### config.mk
export PLATFORM = sky130hd
export DESIGN_NAME = pll_lock_bandwidth_control
export DESIGN_NICKNAME = d
export VERILOG_FILES = /design/src/rtl/pll_ctl_pkg.sv /design/src/rtl/fb_divider.sv /design/src/rtl/lock_detect.sv /design/src/rtl/pll_lock_bandwidth_control.sv
export SDC_FILE = /design/constraint.sdc
export NUM_CORES = 1
export LEC_CHECK = 0
export BUFFER_PORTS_ARGS = -buffer_cell sky130_fd_sc_hd__buf_2
export CORE_MARGIN = 8
export CORE_UTILIZATION = 51
export CTS_CLUSTER_DIAMETER = 200
export DETAILED_ROUTE_END_ITERATION = 8
export GPL_ROUTABILITY_DRIVEN = 1
export PLACE_DENSITY = 0.75
export SYNTH_ARGS = -nofsm -noshare
export SYNTH_HDL_FRONTEND = slang
export SYNTH_HIERARCHICAL = 1
export SYNTH_SLANG_ARGS = --single-unit
### constraint.sdc
create_clock -name clk_i -period 2.9 [get_ports clk_i]
set_clock_uncertainty 0.1 [all_clocks]
set_input_delay 0.87 -clock clk_i [delete_from_list [all_inputs] [get_ports clk_i]]
set_output_delay 0.87 -clock clk_i [all_outputs]
set_load 0.01 [all_outputs]
### src/rtl/pll_ctl_pkg.sv
// Constants, register offsets and field layouts of the loop control block.
// Assumes a single 20 MHz system clock with all link inputs synchronous to it.
package pll_ctl_pkg;

    // Register offsets on the register port
    localparam logic [7:0] CTRL_OFS = 8'h1c;
    localparam logic [7:0] BW_OFS   = 8'h1d;
    localparam logic [7:0] MUL_OFS  = 8'h1e;

    // Values after reset
    localparam logic [7:0] CTRL_RST = 8'h00;
    localparam logic [7:0] BW_RST   = 8'h00;
    localparam logic [7:0] MUL_RST  = 8'h00;

    // Lock detector: reference edges per measurement window and hysteresis limits
    localparam logic [7:0] WINDOW_REF = 8'h10;
    localparam logic [7:0] LOCK_ENTER = 8'h01;
    localparam logic [7:0] LOCK_EXIT  = 8'h02;
    localparam logic [7:0] TRK_ENTER  = 8'h02;
    localparam logic [7:0] TRK_EXIT   = 8'h04;

    // Nominal VCO centre in Hz
    localparam logic [26:0] NOM_CENTRE_HZ = 27'h4b_0000;

    typedef struct packed {
        logic       irq_en;
        logic       change_flag;
        logic       power_on;
        logic       base_sel;
        logic [3:0] pad;
    } ctrl_type;

    typedef struct packed {
        logic       auto_mode;
        logic       locked;
        logic       tracking;
        logic [4:0] pad;
    } bw_type;

    typedef struct packed {
        logic [3:0] n;
        logic [3:0] l;
    } mul_type;

    typedef struct packed {
        logic up;
        logic down;
    } pump_type;

endpackage : pll_ctl_pkg

### src/rtl/fb_divider.sv
// Modulo feedback divider: one pulse every N rising VCO edges.
// Assumes vco_rise_i is a one-cycle pulse per VCO rising edge.
`timescale 1ns/1ns
`default_nettype none
module fb_divider
    import pll_ctl_pkg::*;
(
    input  wire logic       clk_i,
    input  wire logic       nrst_i,
    input  wire logic       enable_i,
    input  wire logic       vco_rise_i,
    input  wire logic [3:0] n_i,
    output logic            fb_pulse_o
);
    logic [3:0] count_r;
    logic [3:0] last;
    logic       wrap;

    // A zero divisor acts as one
    assign last = (n_i == 4'h0) ? 4'h0 : n_i - 4'h1;
    assign wrap = vco_rise_i && (count_r >= last);

    always_ff @(posedge clk_i or negedge nrst_i) begin
        if (!nrst_i) begin
            count_r <= 4'h0;
        end else if (!enable_i) begin
            count_r <= 4'h0;
        end else if (vco_rise_i) begin
            count_r <= wrap ? 4'h0 : count_r + 4'h1;
        end
    end

    always_ff @(posedge clk_i or negedge nrst_i) begin
        if (!nrst_i) begin
            fb_pulse_o <= 1'b0;
        end else begin
            fb_pulse_o <= enable_i && wrap;
        end
    end
endmodule : fb_divider
`default_nettype wire

### src/rtl/lock_detect.sv
// Frequency lock detector: counts feedback pulses over a window of reference pulses.
// Assumes both inputs are one-cycle pulses in the system clock domain.
`timescale 1ns/1ns
`default_nettype none
module lock_detect
    import pll_ctl_pkg::*;
(
    input  wire logic clk_i,
    input  wire logic nrst_i,
    input  wire logic enable_i,
    input  wire logic ref_pulse_i,
    input  wire logic fb_pulse_i,
    output logic      locked_o,
    output logic      tracking_o
);
    logic [7:0] ref_cnt_r;
    logic [7:0] fb_cnt_r;
    logic [7:0] fb_total;
    logic [7:0] diff;
    logic       window_end;

    // Decisions happen only on reference edges
    assign window_end = enable_i && ref_pulse_i && (ref_cnt_r == WINDOW_REF - 8'h01);
    assign fb_total   = (fb_pulse_i && fb_cnt_r != 8'hff) ? fb_cnt_r + 8'h01 : fb_cnt_r;
    assign diff       = (fb_total > WINDOW_REF) ? fb_total - WINDOW_REF : WINDOW_REF - fb_total;

    always_ff @(posedge clk_i or negedge nrst_i) begin
        if (!nrst_i) begin
            ref_cnt_r <= 8'h00;
        end else if (!enable_i || window_end) begin
            ref_cnt_r <= 8'h00;
        end else if (ref_pulse_i) begin
            ref_cnt_r <= ref_cnt_r + 8'h01;
        end
    end

    always_ff @(posedge clk_i or negedge nrst_i) begin
        if (!nrst_i) begin
            fb_cnt_r <= 8'h00;
        end else if (!enable_i || window_end) begin
            fb_cnt_r <= 8'h00;
        end else begin
            fb_cnt_r <= fb_total;
        end
    end

    always_ff @(posedge clk_i or negedge nrst_i) begin
        if (!nrst_i) begin
            locked_o <= 1'b0;
        end else if (!enable_i) begin
            locked_o <= 1'b0;
        end else if (window_end) begin
            if (diff <= LOCK_ENTER) begin
                locked_o <= 1'b1;
            end else if (diff > LOCK_EXIT) begin
                locked_o <= 1'b0;
            end
        end
    end

    always_ff @(posedge clk_i or negedge nrst_i) begin
        if (!nrst_i) begin
            tracking_o <= 1'b0;
        end else if (!enable_i) begin
            tracking_o <= 1'b0;
        end else if (window_end) begin
            if (diff <= TRK_ENTER) begin
                tracking_o <= 1'b1;
            end else if (diff > TRK_EXIT) begin
                tracking_o <= 1'b0;
            end
        end
    end
endmodule : lock_detect
`default_nettype wire

### src/rtl/pll_lock_bandwidth_control.sv
// Digital control of a crystal-referenced loop: divider, phase compare, lock detect, registers.
// Assumes VCO and reference clocks arrive as levels synchronous to clk_i and slower than half of it.
//
// Added by the designer: the register addresses and the address-and-strobe port.
`timescale 1ns/1ns
`default_nettype none
module pll_lock_bandwidth_control
    import pll_ctl_pkg::*;
(
    input  wire logic        clk_i,
    input  wire logic        nrst_i,
    input  wire logic [7:0]  addr_i,
    input  wire logic [7:0]  wdata_i,
    input  wire logic        wr_i,
    input  wire logic        rd_i,
    output logic      [7:0]  rdata_o,
    input  wire logic        vco_clock_i,
    input  wire logic        reference_clock_i,
    output logic             vco_enable_o,
    output logic             base_clock_select_o,
    output logic             filter_tracking_o,
    output pump_type         pump_o,
    output logic             vco_feedback_clock_o,
    output logic             final_reference_clock_o,
    output logic             loop_irq_o,
    output logic      [26:0] vco_centre_hz_o
);

    function automatic logic reg_hit(input logic [7:0] addr, input logic [7:0] ofs);
        reg_hit = (addr == ofs);
    endfunction : reg_hit

    ctrl_type    ctrl_r;
    bw_type      bw_r;
    mul_type     mul_r;
    ctrl_type    ctrl_wd;
    bw_type      bw_wd;
    logic [7:0]  rdata_r;
    logic [7:0]  rd_val;
    logic        vco_prev_r;
    logic        ref_prev_r;
    logic        ref_q_r;
    logic        fb_q_r;
    logic        lock_prev_r;
    logic        up_r;
    logic        down_r;
    logic [26:0] centre_r;
    logic        vco_rise;
    logic        ref_rise;
    logic        fb_pulse;
    logic        det_locked;
    logic        det_tracking;
    logic        loop_active;
    logic        wr_ctrl;
    logic        wr_bw;
    logic        wr_mul;
    logic        rd_ctrl;
    logic        lock_set;

    assign ctrl_wd     = ctrl_type'(wdata_i);
    assign bw_wd       = bw_type'(wdata_i);
    assign wr_ctrl     = wr_i && reg_hit(addr_i, CTRL_OFS);
    assign wr_bw       = wr_i && reg_hit(addr_i, BW_OFS);
    assign wr_mul      = wr_i && reg_hit(addr_i, MUL_OFS);
    assign rd_ctrl     = rd_i && reg_hit(addr_i, CTRL_OFS);
    // Loop runs only when powered and a range factor is programmed
    assign loop_active = ctrl_r.power_on && (mul_r.l != 4'h0);
    assign vco_rise    = vco_clock_i && !vco_prev_r;
    assign ref_rise    = reference_clock_i && !ref_prev_r;
    assign lock_set    = bw_r.auto_mode && (det_locked != lock_prev_r);

    // Edge capture of the incoming clocks
    always_ff @(posedge clk_i or negedge nrst_i) begin
        if (!nrst_i) begin
            vco_prev_r <= 1'b0;
            ref_prev_r <= 1'b0;
        end else begin
            vco_prev_r <= vco_clock_i;
            ref_prev_r <= reference_clock_i;
        end
    end

    fb_divider i_fb_divider (
        .clk_i      (clk_i),
        .nrst_i     (nrst_i),
        .enable_i   (loop_active),
        .vco_rise_i (vco_rise),
        .n_i        (mul_r.n),
        .fb_pulse_o (fb_pulse)
    );

    lock_detect i_lock_detect (
        .clk_i       (clk_i),
        .nrst_i      (nrst_i),
        .enable_i    (loop_active && bw_r.auto_mode),
        .ref_pulse_i (ref_rise),
        .fb_pulse_i  (fb_pulse),
        .locked_o    (det_locked),
        .tracking_o  (det_tracking)
    );

    // Phase detector: up from reference edge until feedback edge, down the other way
    always_ff @(posedge clk_i or negedge nrst_i) begin
        if (!nrst_i) begin
            up_r   <= 1'b0;
            down_r <= 1'b0;
        end else if (!loop_active || (up_r && down_r)) begin
            up_r   <= 1'b0;
            down_r <= 1'b0;
        end else begin
            up_r   <= up_r || ref_rise;
            down_r <= down_r || fb_pulse;
        end
    end

    // Control register: enable, flag, power and base clock select
    always_ff @(posedge clk_i or negedge nrst_i) begin
        if (!nrst_i) begin
            ctrl_r <= ctrl_type'(CTRL_RST);
        end else begin
            if (!bw_r.auto_mode) begin
                ctrl_r.irq_en <= 1'b0;
            end else if (wr_ctrl) begin
                ctrl_r.irq_en <= ctrl_wd.irq_en;
            end
            if (!bw_r.auto_mode) begin
                ctrl_r.change_flag <= 1'b0;
            end else begin
                ctrl_r.change_flag <= lock_set || (ctrl_r.change_flag && !rd_ctrl);
            end
            if (wr_ctrl && !(ctrl_r.base_sel && !ctrl_wd.power_on)) begin
                ctrl_r.power_on <= ctrl_wd.power_on;
            end
            if (mul_r.l == 4'h0) begin
                ctrl_r.base_sel <= 1'b0;
            end else if (wr_ctrl) begin
                if (!ctrl_wd.base_sel) begin
                    ctrl_r.base_sel <= 1'b0;
                end else if (ctrl_r.power_on && ctrl_wd.power_on) begin
                    ctrl_r.base_sel <= 1'b1;
                end
            end
            ctrl_r.pad <= 4'h0;
        end
    end

    // Bandwidth register: auto bit, lock indicator, filter mode
    always_ff @(posedge clk_i or negedge nrst_i) begin
        if (!nrst_i) begin
            bw_r <= bw_type'(BW_RST);
        end else begin
            if (wr_bw) begin
                bw_r.auto_mode <= bw_wd.auto_mode;
            end
            bw_r.locked <= bw_r.auto_mode && det_locked;
            if (bw_r.auto_mode) begin
                bw_r.tracking <= det_tracking;
            end else if (wr_bw) begin
                bw_r.tracking <= bw_wd.tracking;
            end
            bw_r.pad <= 5'h00;
        end
    end

    always_ff @(posedge clk_i or negedge nrst_i) begin
        if (!nrst_i) begin
            mul_r <= mul_type'(MUL_RST);
        end else if (wr_mul) begin
            mul_r <= mul_type'(wdata_i);
        end
    end

    always_ff @(posedge clk_i or negedge nrst_i) begin
        if (!nrst_i) begin
            lock_prev_r <= 1'b0;
        end else begin
            lock_prev_r <= det_locked;
        end
    end

    always_comb begin
        rd_val = 8'h00;
        case (addr_i)
            CTRL_OFS: rd_val = {ctrl_r.irq_en && bw_r.auto_mode, ctrl_r.change_flag && bw_r.auto_mode,
                                ctrl_r.power_on, ctrl_r.base_sel, 4'h0};
            BW_OFS:   rd_val = {bw_r.auto_mode, bw_r.locked, bw_r.tracking, 5'h00};
            MUL_OFS:  rd_val = mul_r;
            default:  rd_val = 8'h00;
        endcase
    end

    always_ff @(posedge clk_i or negedge nrst_i) begin
        if (!nrst_i) begin
            rdata_r <= 8'h00;
        end else if (rd_i) begin
            rdata_r <= rd_val;
        end else begin
            rdata_r <= 8'h00;
        end
    end

    // Registered copies of the detector clocks and the range centre
    always_ff @(posedge clk_i or negedge nrst_i) begin
        if (!nrst_i) begin
            ref_q_r  <= 1'b0;
            fb_q_r   <= 1'b0;
            centre_r <= 27'h000_0000;
        end else begin
            ref_q_r  <= ref_rise;
            fb_q_r   <= fb_pulse;
            centre_r <= 27'(NOM_CENTRE_HZ * {23'h00_0000, mul_r.l});
        end
    end

    assign rdata_o                 = rdata_r;
    assign vco_enable_o            = loop_active;
    assign base_clock_select_o     = ctrl_r.base_sel;
    assign filter_tracking_o       = bw_r.tracking;
    assign pump_o                  = '{up: up_r, down: down_r};
    assign vco_feedback_clock_o    = fb_q_r;
    assign final_reference_clock_o = ref_q_r;
    assign loop_irq_o              = bw_r.auto_mode && ctrl_r.irq_en && ctrl_r.change_flag;
    assign vco_centre_hz_o         = centre_r;
endmodule : pll_lock_bandwidth_control
`default_nettype wire

# Word level (Yosys, flattened, before mapping)
# Index checks and enable logic that the tools add are counted.
dict set report totals {
  reg_bits 64
  latchBits 0
  ramBits 0
  mem_bits_ro 0
  input_bits 22
  out_inout_bits 43
  word_cells 123
  memories 0
}
dict set report op_classes {
  add_sub_neg 6
  multipliers 1
  div 0
  n_lt_le_gt_ge 6
  eq_ne 12
  shift 0
  n_mux 30
  bitwise_logic 0
  n_reduce_logical 44
}
# op count
set op_table {}
lappend op_table {{8-bit 2-to-1 mux} 6}
lappend op_table {{8-bit by 5-bit == test with 1-bit output (second input constant)} 3}
lappend op_table {{8-bit case mux with 3 select lines} 1}
lappend op_table {{1-bit logical AND} 23}
lappend op_table {{1-bit 2-to-1 mux} 19}
lappend op_table {{8-bit by 1-bit adder with 8-bit output (second input constant)} 2}
lappend op_table {{4-bit 2-to-1 mux} 4}
lappend op_table {{7-bit by 4-bit multiplier with 11-bit output (first input constant)} 1}
lappend op_table {{8-bit by 4-bit == test with 1-bit output (second input constant)} 1}
lappend op_table {{8-bit by 2-bit > comparator with 1-bit output (second input constant)} 1}
lappend op_table {{8-bit by 3-bit > comparator with 1-bit output (second input constant)} 1}
lappend op_table {{8-bit by 5-bit > comparator with 1-bit output (second input constant)} 1}
lappend op_table {{8-bit by 1-bit <= comparator with 1-bit output (second input constant)} 1}
lappend op_table {{8-bit by 2-bit <= comparator with 1-bit output (second input constant)} 1}
lappend op_table {{4-bit logical NOT} 2}
lappend op_table {{8-bit != test (second input constant)} 1}
lappend op_table {{5-bit by 8-bit subtractor with 8-bit output (first input constant)} 1}
lappend op_table {{8-bit by 5-bit subtractor with 8-bit output (second input constant)} 1}
lappend op_table {{1-bit logical NOT} 7}
lappend op_table {{3-bit != test (second input constant)} 2}
lappend op_table {{2-bit AND reduction} 3}
lappend op_table {{2-bit nonzero test} 3}
lappend op_table {{1-bit logical OR} 5}
lappend op_table {{4-bit by 1-bit adder with 4-bit output (second input constant)} 1}
lappend op_table {{7 further kinds} 8}

# Longest topological paths before layout
# Gate-level depths: netlist (run 1).
dict set report depth {
  word_depth 10
  depth_mapped 13
  depth_no_buf 13
}

# By module
# Netlist (run 1), hierarchy kept.
# module instances cells_per_inst area_per_inst_um2 seq_area_each_um2
set by_module_without_submodules {}
lappend by_module_without_submodules {pll_lock_bandwidth_control 1 174 2013.2 1026.0}
lappend by_module_without_submodules {lock_detect 1 137 1246.2 450.4}
lappend by_module_without_submodules {fb_divider 1 44 406.6 125.1}

# Worst setup path after synthesis (run 1)
# OpenSTA, ideal clock, no wires.
dict set report synth_timing {
  path_kind {register to register}
  from {register i_lock_detect.fb_cnt_r[1]}
  to {register i_lock_detect.locked_o}
  setup_ps 74
  t_arrival_ps 2588
  t_required_ps 2726
  setup_slack_ps 138
  stages_incl_launch_ff 13
  path_buffers 0
  synth_period_minus_slack_ps 2762
  path_cell_list {dfrtp_1 ha_1 nand3_1 o2111ai_1 xor2_1 ha_1 nor2b_1 o21ai_1 nor2_1 xnor2_1 o211ai_1 a211o_1 o21ai_2}
}
dict set report synth_via {
  elab_chain_len 9
  elab_cells_between_ends 15
  cone_classes {3 x add/sub; 3 x order compare; 2 x eq/ne; 5 x mux; 2 x reduce/logical}
}
# item line_no
set synth_lines {}
lappend synth_lines {{from (decl)} lock_detect.sv:17} ;# logic [7:0] fb_cnt_r;
lappend synth_lines {{from (signal assigned)} lock_detect.sv:43} ;# fb_cnt_r <= fb_total;
lappend synth_lines {{parallel branches: the longest is 2 deep, another holds 8-bit by 1-bit adder with 8-bit output} -}
lappend synth_lines {{8-bit 2-to-1 mux (*)} lock_detect.sv:24} ;# assign fb_total = (fb_pulse_i && fb_cnt_r != 8'hff) ? fb_cnt_r + 8'h01 : fb_cnt_r;
lappend synth_lines {{5-bit by 8-bit subtractor with 8-bit output, or another cell as far along} lock_detect.sv:25} ;# assign diff = (fb_total > WINDOW_REF) ? fb_total - WINDOW_REF : WINDOW_REF - fb_total;
lappend synth_lines {{8-bit 2-to-1 mux (*)} lock_detect.sv:25}
lappend synth_lines {{8-bit by 1-bit <= comparator with 1-bit output} lock_detect.sv:53} ;# if (diff <= LOCK_ENTER) begin
lappend synth_lines {{1-bit 2-to-1 mux} lock_detect.sv:53}
lappend synth_lines {{1-bit 2-to-1 mux} lock_detect.sv:52} ;# end else if (window_end) begin
lappend synth_lines {{1-bit 2-to-1 mux} lock_detect.sv:50} ;# end else if (!enable_i) begin
lappend synth_lines {{to (signal assigned)} lock_detect.sv:49} ;# locked_o <= 1'b0;
lappend synth_lines {{to (signal assigned)} lock_detect.sv:51} ;# locked_o <= 1'b0;
lappend synth_lines {{to (signal assigned)} lock_detect.sv:54} ;# locked_o <= 1'b1;
lappend synth_lines {{to (decl)} lock_detect.sv:13} ;# output logic locked_o,
# Every way passes the cells marked *. The select of a mux whose other input is x is not followed.
# A chain may end at the register's enable or synchronous reset.

# Worst setup path in the final report (run 1)
dict set report layout_timing {
  from {register i_lock_detect.fb_cnt_r[0]}
  to {register i_lock_detect.locked_o}
}
# The elaborated chain is that of the path after synthesis.

==> impl_results.md, run 1 <==
* Post-Place Setup Slack at -0.06648 ns
* Root buffer cell: clkbuf_8
* Slew headroom at 63.20%
* I/O pins at 65
* Crit path cell chain: ha_4 -> nand3_1 -> o2111ai_2 -> xor2_1 -> buf_4 -> ha_1 -> nand2b_1 -> a21oi_2 -> nand4_1 -> a31oi_1 -> nor3_1 -> a211o_1 -> o21ai_2
* CP max stage delay at 0.41 ns
* Pins Over Slew Limit at 0
* Total power at 1.841 mW
* Critical path startpoint category: flip-flop
* Fmax achieved at 361.7 MHz
* Via count at 2810
* Tmin final at 2.765 ns
* Rows at 31
* 1st-iter DRT viols at 94
* Final hold vios at 0
* Most common cell after layout, fill and taps aside: dfrtp_1
* Peak supply drop at 313.4 uV
* YS warnings at 6
* Gate Count Post-Synth at 355
* Reg2reg path depth at 13
* Final non-filler cell total at 518
* First-pass GRT wire length at 13220 um
* WL/cell at 15.23 um
* DR pass1 iterations at 5
* WP data arrival at 2.93 ns
* CTS Buffer Depth at 2
* Mapped cell area at 3666 um2
* Largest net degree at the start of global routing at 65
* Status: finished clean
* Commonest non-fill, non-tap cells in the layout: 61 x dfrtp_1, 48 x buf_2, 32 x nor2_1
* Die height at 100.8 um
* Fin crit share at 95.34%
* Buffers & Inverters on Critical Path at 1
* Setup CP Type: reg2reg
* CTS tree: done
* Total Routing Usage GR at 16.41%
* Reg clk slew, reported paths at 0.07 ns
* ANT nets after route at 0
* Fin nets at 466
* Drt via density at 5.425
* CP Data Required Time at 3.07 ns
* Worst hold path endpoint: lock_prev_r$_DFF_PN0_
* CTS Hold Bufs at 0
* Hpwl dp at 5873 um
* Reg2reg end: i_lock_detect/locked_o$_DFFE_PN0P_
* Layout cells sized above 1 at 25.78%
* Total gr overflow at 0
* DRC viols at 0
* Placed cells at 502
* Vias in the first global route at 2924
* Post-synth ARST share at 100.0%
* Leak at 2.100 nW
* Instance count on the critical path at 13
* Dominant synthesized flop cell: dfrtp_1
* Die width at 100.8 um
* N_diodes at 0
* Final setup violation count at 0
* Fillers at 608
* Worst slew pin tran at 0.5494 ns
* IO buf count at 48
* Netlist cell types at 61
* Syn Area/Cell at 10.33 um2
* Starting Density at 51.65%
* DIE AREA at 10160 um2
* Crit-path max FO at 6
* Worst Hold Launch: i_lock_detect/locked_o$_DFFE_PN0P_
* Setup ws final at 0.1351 ns
* Clock sinks at 64
* Flops & latches, synth at 64
* CTS HTree Levels at 3
* Clock latency on the worst-skew pair at 0.34 ns
* Critical path endpoint category: flip-flop
* Final RePlAce weighted congestion at 0.8824
* R2r setup slk at 0.14 ns
* Post-Route WL at 7890 um
* Critical R2R Launch: i_lock_detect/fb_cnt_r[0]$_DFF_PN0_
* TritonCTS Buffers at 9
* Worst hold stages at 0
* EDFF count, synth at 0
* Antenna violations before repair at 0
* Top delay family on crit path: compound AO/OA/AOI/OAI gates
* Pwr dens at 433.2 nW/um2
* Sequential area share after synthesis at 43.69%
* Multi-input gate area at 1913 um2
* Worst hold path type: reg2reg
* Area of the core at 7098 um2
* Max cap viols at 0
* Sequential cell area at 1605 um2
* Post-layout util at 59.86%
* Area growth syn-to-layout at 15.90%
* Crit-path slowest cell: dfrtp_1
cell families (layout without fill, tap and decap cells):
family,Yosys count,count (layout),synth area share [%]
AND/OR/NAND/NOR,119,119,17.78
flip-flops,64,64,43.69
buffers and inverters,42,91,6.689
multiplexers,17,17,5.017
XOR/XNOR,18,18,4.300
other,1,16,0.1023
adder cells (fa/ha/maj),26,26,9.079
AO/OA/AOI/OAI,68,68,13.34
layer usage:
| metal | vias up | part of all wire, % | GRT usage [%] |
|---|---|---|---|
| met1 | 1366 | 43 | 19.61 |
| met5 | - | 0 | 0 |
| met4 | 0 | 2.5 | 7.674 |
| li1 | 1349 | - | - |
| met3 | 18 | 5.4 | 5.663 |
| met2 | 77 | 49 | 25.88 |
metrics by stage:
step	TNS (ns)	hold WS, ns	area (um2)
after CTS	0	0.3906	4174
after floorplan	0	0.3227	3722
after global placement	0	0.3619	3989
after detailed placement	-0.06648	0.3743	3989
final	0	0.3848	4249
after global routing	-0.04335	0.4046	4249
report_power, final:
part	total (mW)	internal [mW]	switching, mW
clock	0.737	0.425	0.312
sequential	0.939	0.918	0.0210
combinational	0.165	0.0659	0.0989
total	1.84	1.41	0.432
worst max-delay path by stage:
stage,from,end
final,i_lock_detect/fb_cnt_r[0]$_DFF_PN0_,i_lock_detect/locked_o$_DFFE_PN0P_
after global routing,i_lock_detect/fb_cnt_r[0]$_DFF_PN0_,i_lock_detect/locked_o$_DFFE_PN0P_
after CTS,i_lock_detect/fb_cnt_r[0]$_DFF_PN0_,i_lock_detect/locked_o$_DFFE_PN0P_
after detailed placement,i_lock_detect/fb_cnt_r[1]$_DFF_PN0_,i_lock_detect/locked_o$_DFFE_PN0P_
after global placement,i_lock_detect/fb_cnt_r[0]$_DFF_PN0_,i_lock_detect/locked_o$_DFFE_PN0P_
after floorplan,i_lock_detect/fb_cnt_r[1]$_DFF_PN0_,i_lock_detect/locked_o$_DFFE_PN0P_
area by class of cell:
cell class	count	share of cell area, %
repair buffers	61	8.422
well taps	99	2.915
clock inverters	1	0.7067
clock buffers	11	3.563
inverters	18	1.590
flip-flops and latches	64	37.78
multi-input cells	264	45.02
registers in the layout, indices dropped and copies added, names as in the netlist, 2 cells and up:
signal,flops
i_lock_detect/ref_cnt_r,8
rdata_o,8
i_lock_detect/fb_cnt_r,8
bw_r,2
i_fb_divider/count_r,4
ctrl_r,3
mul_r,8
vco_centre_hz_o,11
cells in the mapped netlist, drive strengths merged (2+ instances only):
cell type | n | area share [%]
a31oi | 4 | 0.68
dfrtp | 64 | 44
o31ai | 3 | 0.61
o211ai | 3 | 0.61
xor2 | 7 | 1.7
and4 | 3 | 0.72
inv | 18 | 1.8
buf | 22 | 4.6
ha | 25 | 8.5
o21bai | 2 | 0.41
nand2 | 22 | 2.3
and3 | 8 | 1.4
nand2b | 2 | 0.55
a21o | 2 | 0.41
or2 | 2 | 0.34
nor2b | 7 | 1.2
nor4b | 2 | 0.89
and2 | 6 | 1.1
mux2i | 6 | 1.6
o21ai | 15 | 2.3
nand4 | 9 | 1.7
a211oi | 4 | 1.2
xnor2 | 11 | 2.6
clkbuf | 2 | 0.20
o2111ai | 5 | 1.2
nand3 | 9 | 1.2
o21a | 3 | 0.61
and3b | 2 | 0.48
a21oi | 15 | 2.0
a21boi | 4 | 0.82
mux2 | 11 | 3.4
nor2 | 33 | 3.4
nor3 | 9 | 1.4
timing repair:
item	in CTS	in global routing
pin swaps	0	3
endpoints found under the setup margin	2	2
setup buffers	0	4
gates cloned	0	0
gates resized for setup	1	14
Note: power is estimated with default switching activity, not from simulation.
==> run 2, diff against run 1 <==
--- a/config.mk
+++ b/config.mk
@@ -5,7 +5,8 @@
 export SDC_FILE = /design/constraint.sdc
 export NUM_CORES = 1
 export LEC_CHECK = 0
-export BUFFER_PORTS_ARGS = -buffer_cell sky130_fd_sc_hd__buf_2
+export BUFFER_PORTS_ARGS = -buffer_cell sky130_fd_sc_hd__buf_4
+export CAP_MARGIN = 15
 export CORE_MARGIN = 8
 export CORE_UTILIZATION = 51
 export CTS_CLUSTER_DIAMETER = 200
==> run 2 against run 1 <==
Net effect:
- critical path depth decreased by 7
- sequential power about the same
- die area stayed put
- utilization is 1.2 points higher
- first-iteration DRC count increased by 34%
- highest routed layer unchanged
- design area is 2.1% higher
==> impl_results.md, run 2 (same netlist as run 1, synthesis figures left out) <==
* Layout cells sized above 1 at 24.47%
* Sequential share of power at 49.6%
* Peak supply drop at 260.4 uV
* CP Data Required Time at 1.93 ns
* Pwr dens at 436.7 nW/um2
* Total gr overflow at 0
* Fin Hold WS at 0.3665 ns
* Commonest non-fill, non-tap cells in the layout: 64 x dfrtp_1, 59 x buf_4, 32 x nor2_1
* Via count at 2829
* Sw Share at 23.77%
* Setup TNS at 0 ns
* Largest register FFs at 11
* ANT nets after route at 0
* WL/cell at 15.64 um
* P_int at 1.444 mW
* First-pass GRT wire length at 13820 um
* CP max stage delay at 0.50 ns
* Reg clk slew, reported paths at 0.07 ns
* Die width at 100.8 um
* IO buf count at 48
* Crit-path max FO at 7
* Slew headroom at 47.63%
* Clock sinks at 64
* Post-Place Setup Slack at 0.1404 ns
* Final hold vios at 0
* Crit path cell chain: inv_1 -> ha_1 -> nand2_1 -> nand2_1 -> inv_1 -> buf_4
* Largest net degree at the start of global routing at 65
* Clock latency on the worst-skew pair at 0.34 ns
* Hpwl dp at 6024 um
* Die height at 100.8 um
* 1st-iter DRT viols at 126
* Combinational share of power at 9.6%
* Final setup violation count at 0
* Post-Route WL at 8135 um
* DR pass1 iterations at 4
* RSZ-0062 raised after global routing: false
* N_diodes at 0
* Crit-path slowest cell: dfrtp_1
* CTS HTree Levels at 3
* Area of the core at 7098 um2
* Worst slew pin tran at 0.7855 ns
* Root buffer cell: clkbuf_8
* Starting Density at 51.65%
* Antenna violations before repair at 0
* Worst hold path type: reg2reg
* Critical path endpoint category: output pin
* DRC viols at 0
* Critical path startpoint category: flip-flop
* Status: finished clean
* Vias in the first global route at 2901
* CTS Buffer Depth at 2
* Max cap viols at 0
* Total Routing Usage GR at 17.25%
* Setup CP Type: reg2out
* Area growth syn-to-layout at 18.29%
* Drt via density at 5.440
* Leak at 2.114 nW
* I/O pins at 65
* Total power at 1.894 mW
* Most common cell after layout, fill and taps aside: dfrtp_1
* Fmax achieved at 368.3 MHz
* CTS tree: done
* Tmin final at 2.715 ns
* DIE AREA at 10160 um2
* Psw at 0.4502 mW
* Fin crit share at 93.62%
* TritonCTS Buffers at 9
* Clock share of power at 40.8%
* Fin nets at 464
* Pins Over Slew Limit at 0
* Rows at 31
* Final RePlAce weighted congestion at 0.9705
* Setup ws final at 0.1850 ns
* WP data arrival at 1.74 ns
[run 2: power groups by stage]
stage / clock (mW) / sequential, mW / combinational, mW
6_report: 0.773 / 0.939 / 0.182
3_5_place_dp: 0 / 0.955 / 0.184
4_1_cts: 0.792 / 0.938 / 0.185
5_1_grt: 0.837 / 0.943 / 0.206
3_3_place_gp: 0 / 0.955 / 0.178
2_1_floorplan: 0 / 0.958 / 0.100
[run 2: layout make-up]
class | count | area (um2)
fill | 605 | 2761
multi-input combinational | 264 | 1901
sequential | 64 | 1602
timing repair buffer | 59 | 442.9
clock buffer | 14 | 162.7
tap | 99 | 123.9
inverter | 18 | 67.56
clock inverter | 2 | 37.54
[run 2: final timing paths]
kind	start	endpoint	slack, ns	cells after the start
setup / recovery	mul_r[0]$_DFFE_PN0P_	vco_enable_o	0.19	6
hold / removal	i_lock_detect/locked_o$_DFFE_PN0P_	lock_prev_r$_DFF_PN0_	0.37	0
setup reg to reg	i_lock_detect/fb_cnt_r[2]$_DFF_PN0_	i_lock_detect/locked_o$_DFFE_PN0P_	0.20	12
hold reg to reg	i_lock_detect/locked_o$_DFFE_PN0P_	lock_prev_r$_DFF_PN0_	0.37	0
max in group asynchronous	nrst_i	i_fb_divider/count_r[1]$_DFFE_PN0P_	1.67	1
min in group asynchronous	nrst_i	vco_centre_hz_o[17]$_DFF_PN0_	0.51	1
[run 2: what timing repair did]
action	in CTS	in global routing
buffers inserted	0	1
hold buffers	0	0
endpoints found under the setup margin	0	2
gates resized for setup	0	7
[run 2: routing by layer]
layer,vias to the layer above,share of wire [%],global-route usage [%]
li1,1347,-,-
met1,1381,44,21.28
met2,82,49,27.56
met3,19,4.8,4.075
met4,0,2.6,8.605
met5,-,0,0
[run 2: metrics by stage]
stage / utilization (%) / cell area [um2] / cells
floorplan: - / 3722 / 370
global placement: 57.82 / 4104 / 503
detailed placement: 57.82 / 4104 / 503
CTS: 60.64 / 4304 / 519
global route: 61.10 / 4337 / 520
finish: 61.10 / 4337 / 520
[run 2: critical path: cells and delay by family, from the launching register on]
family	cells	cell delay, ns
adders and majority gates	1	0.20
DFF	1	0.50
buffers and inverters	3	0.42
and+or+nand+nor	2	0.28
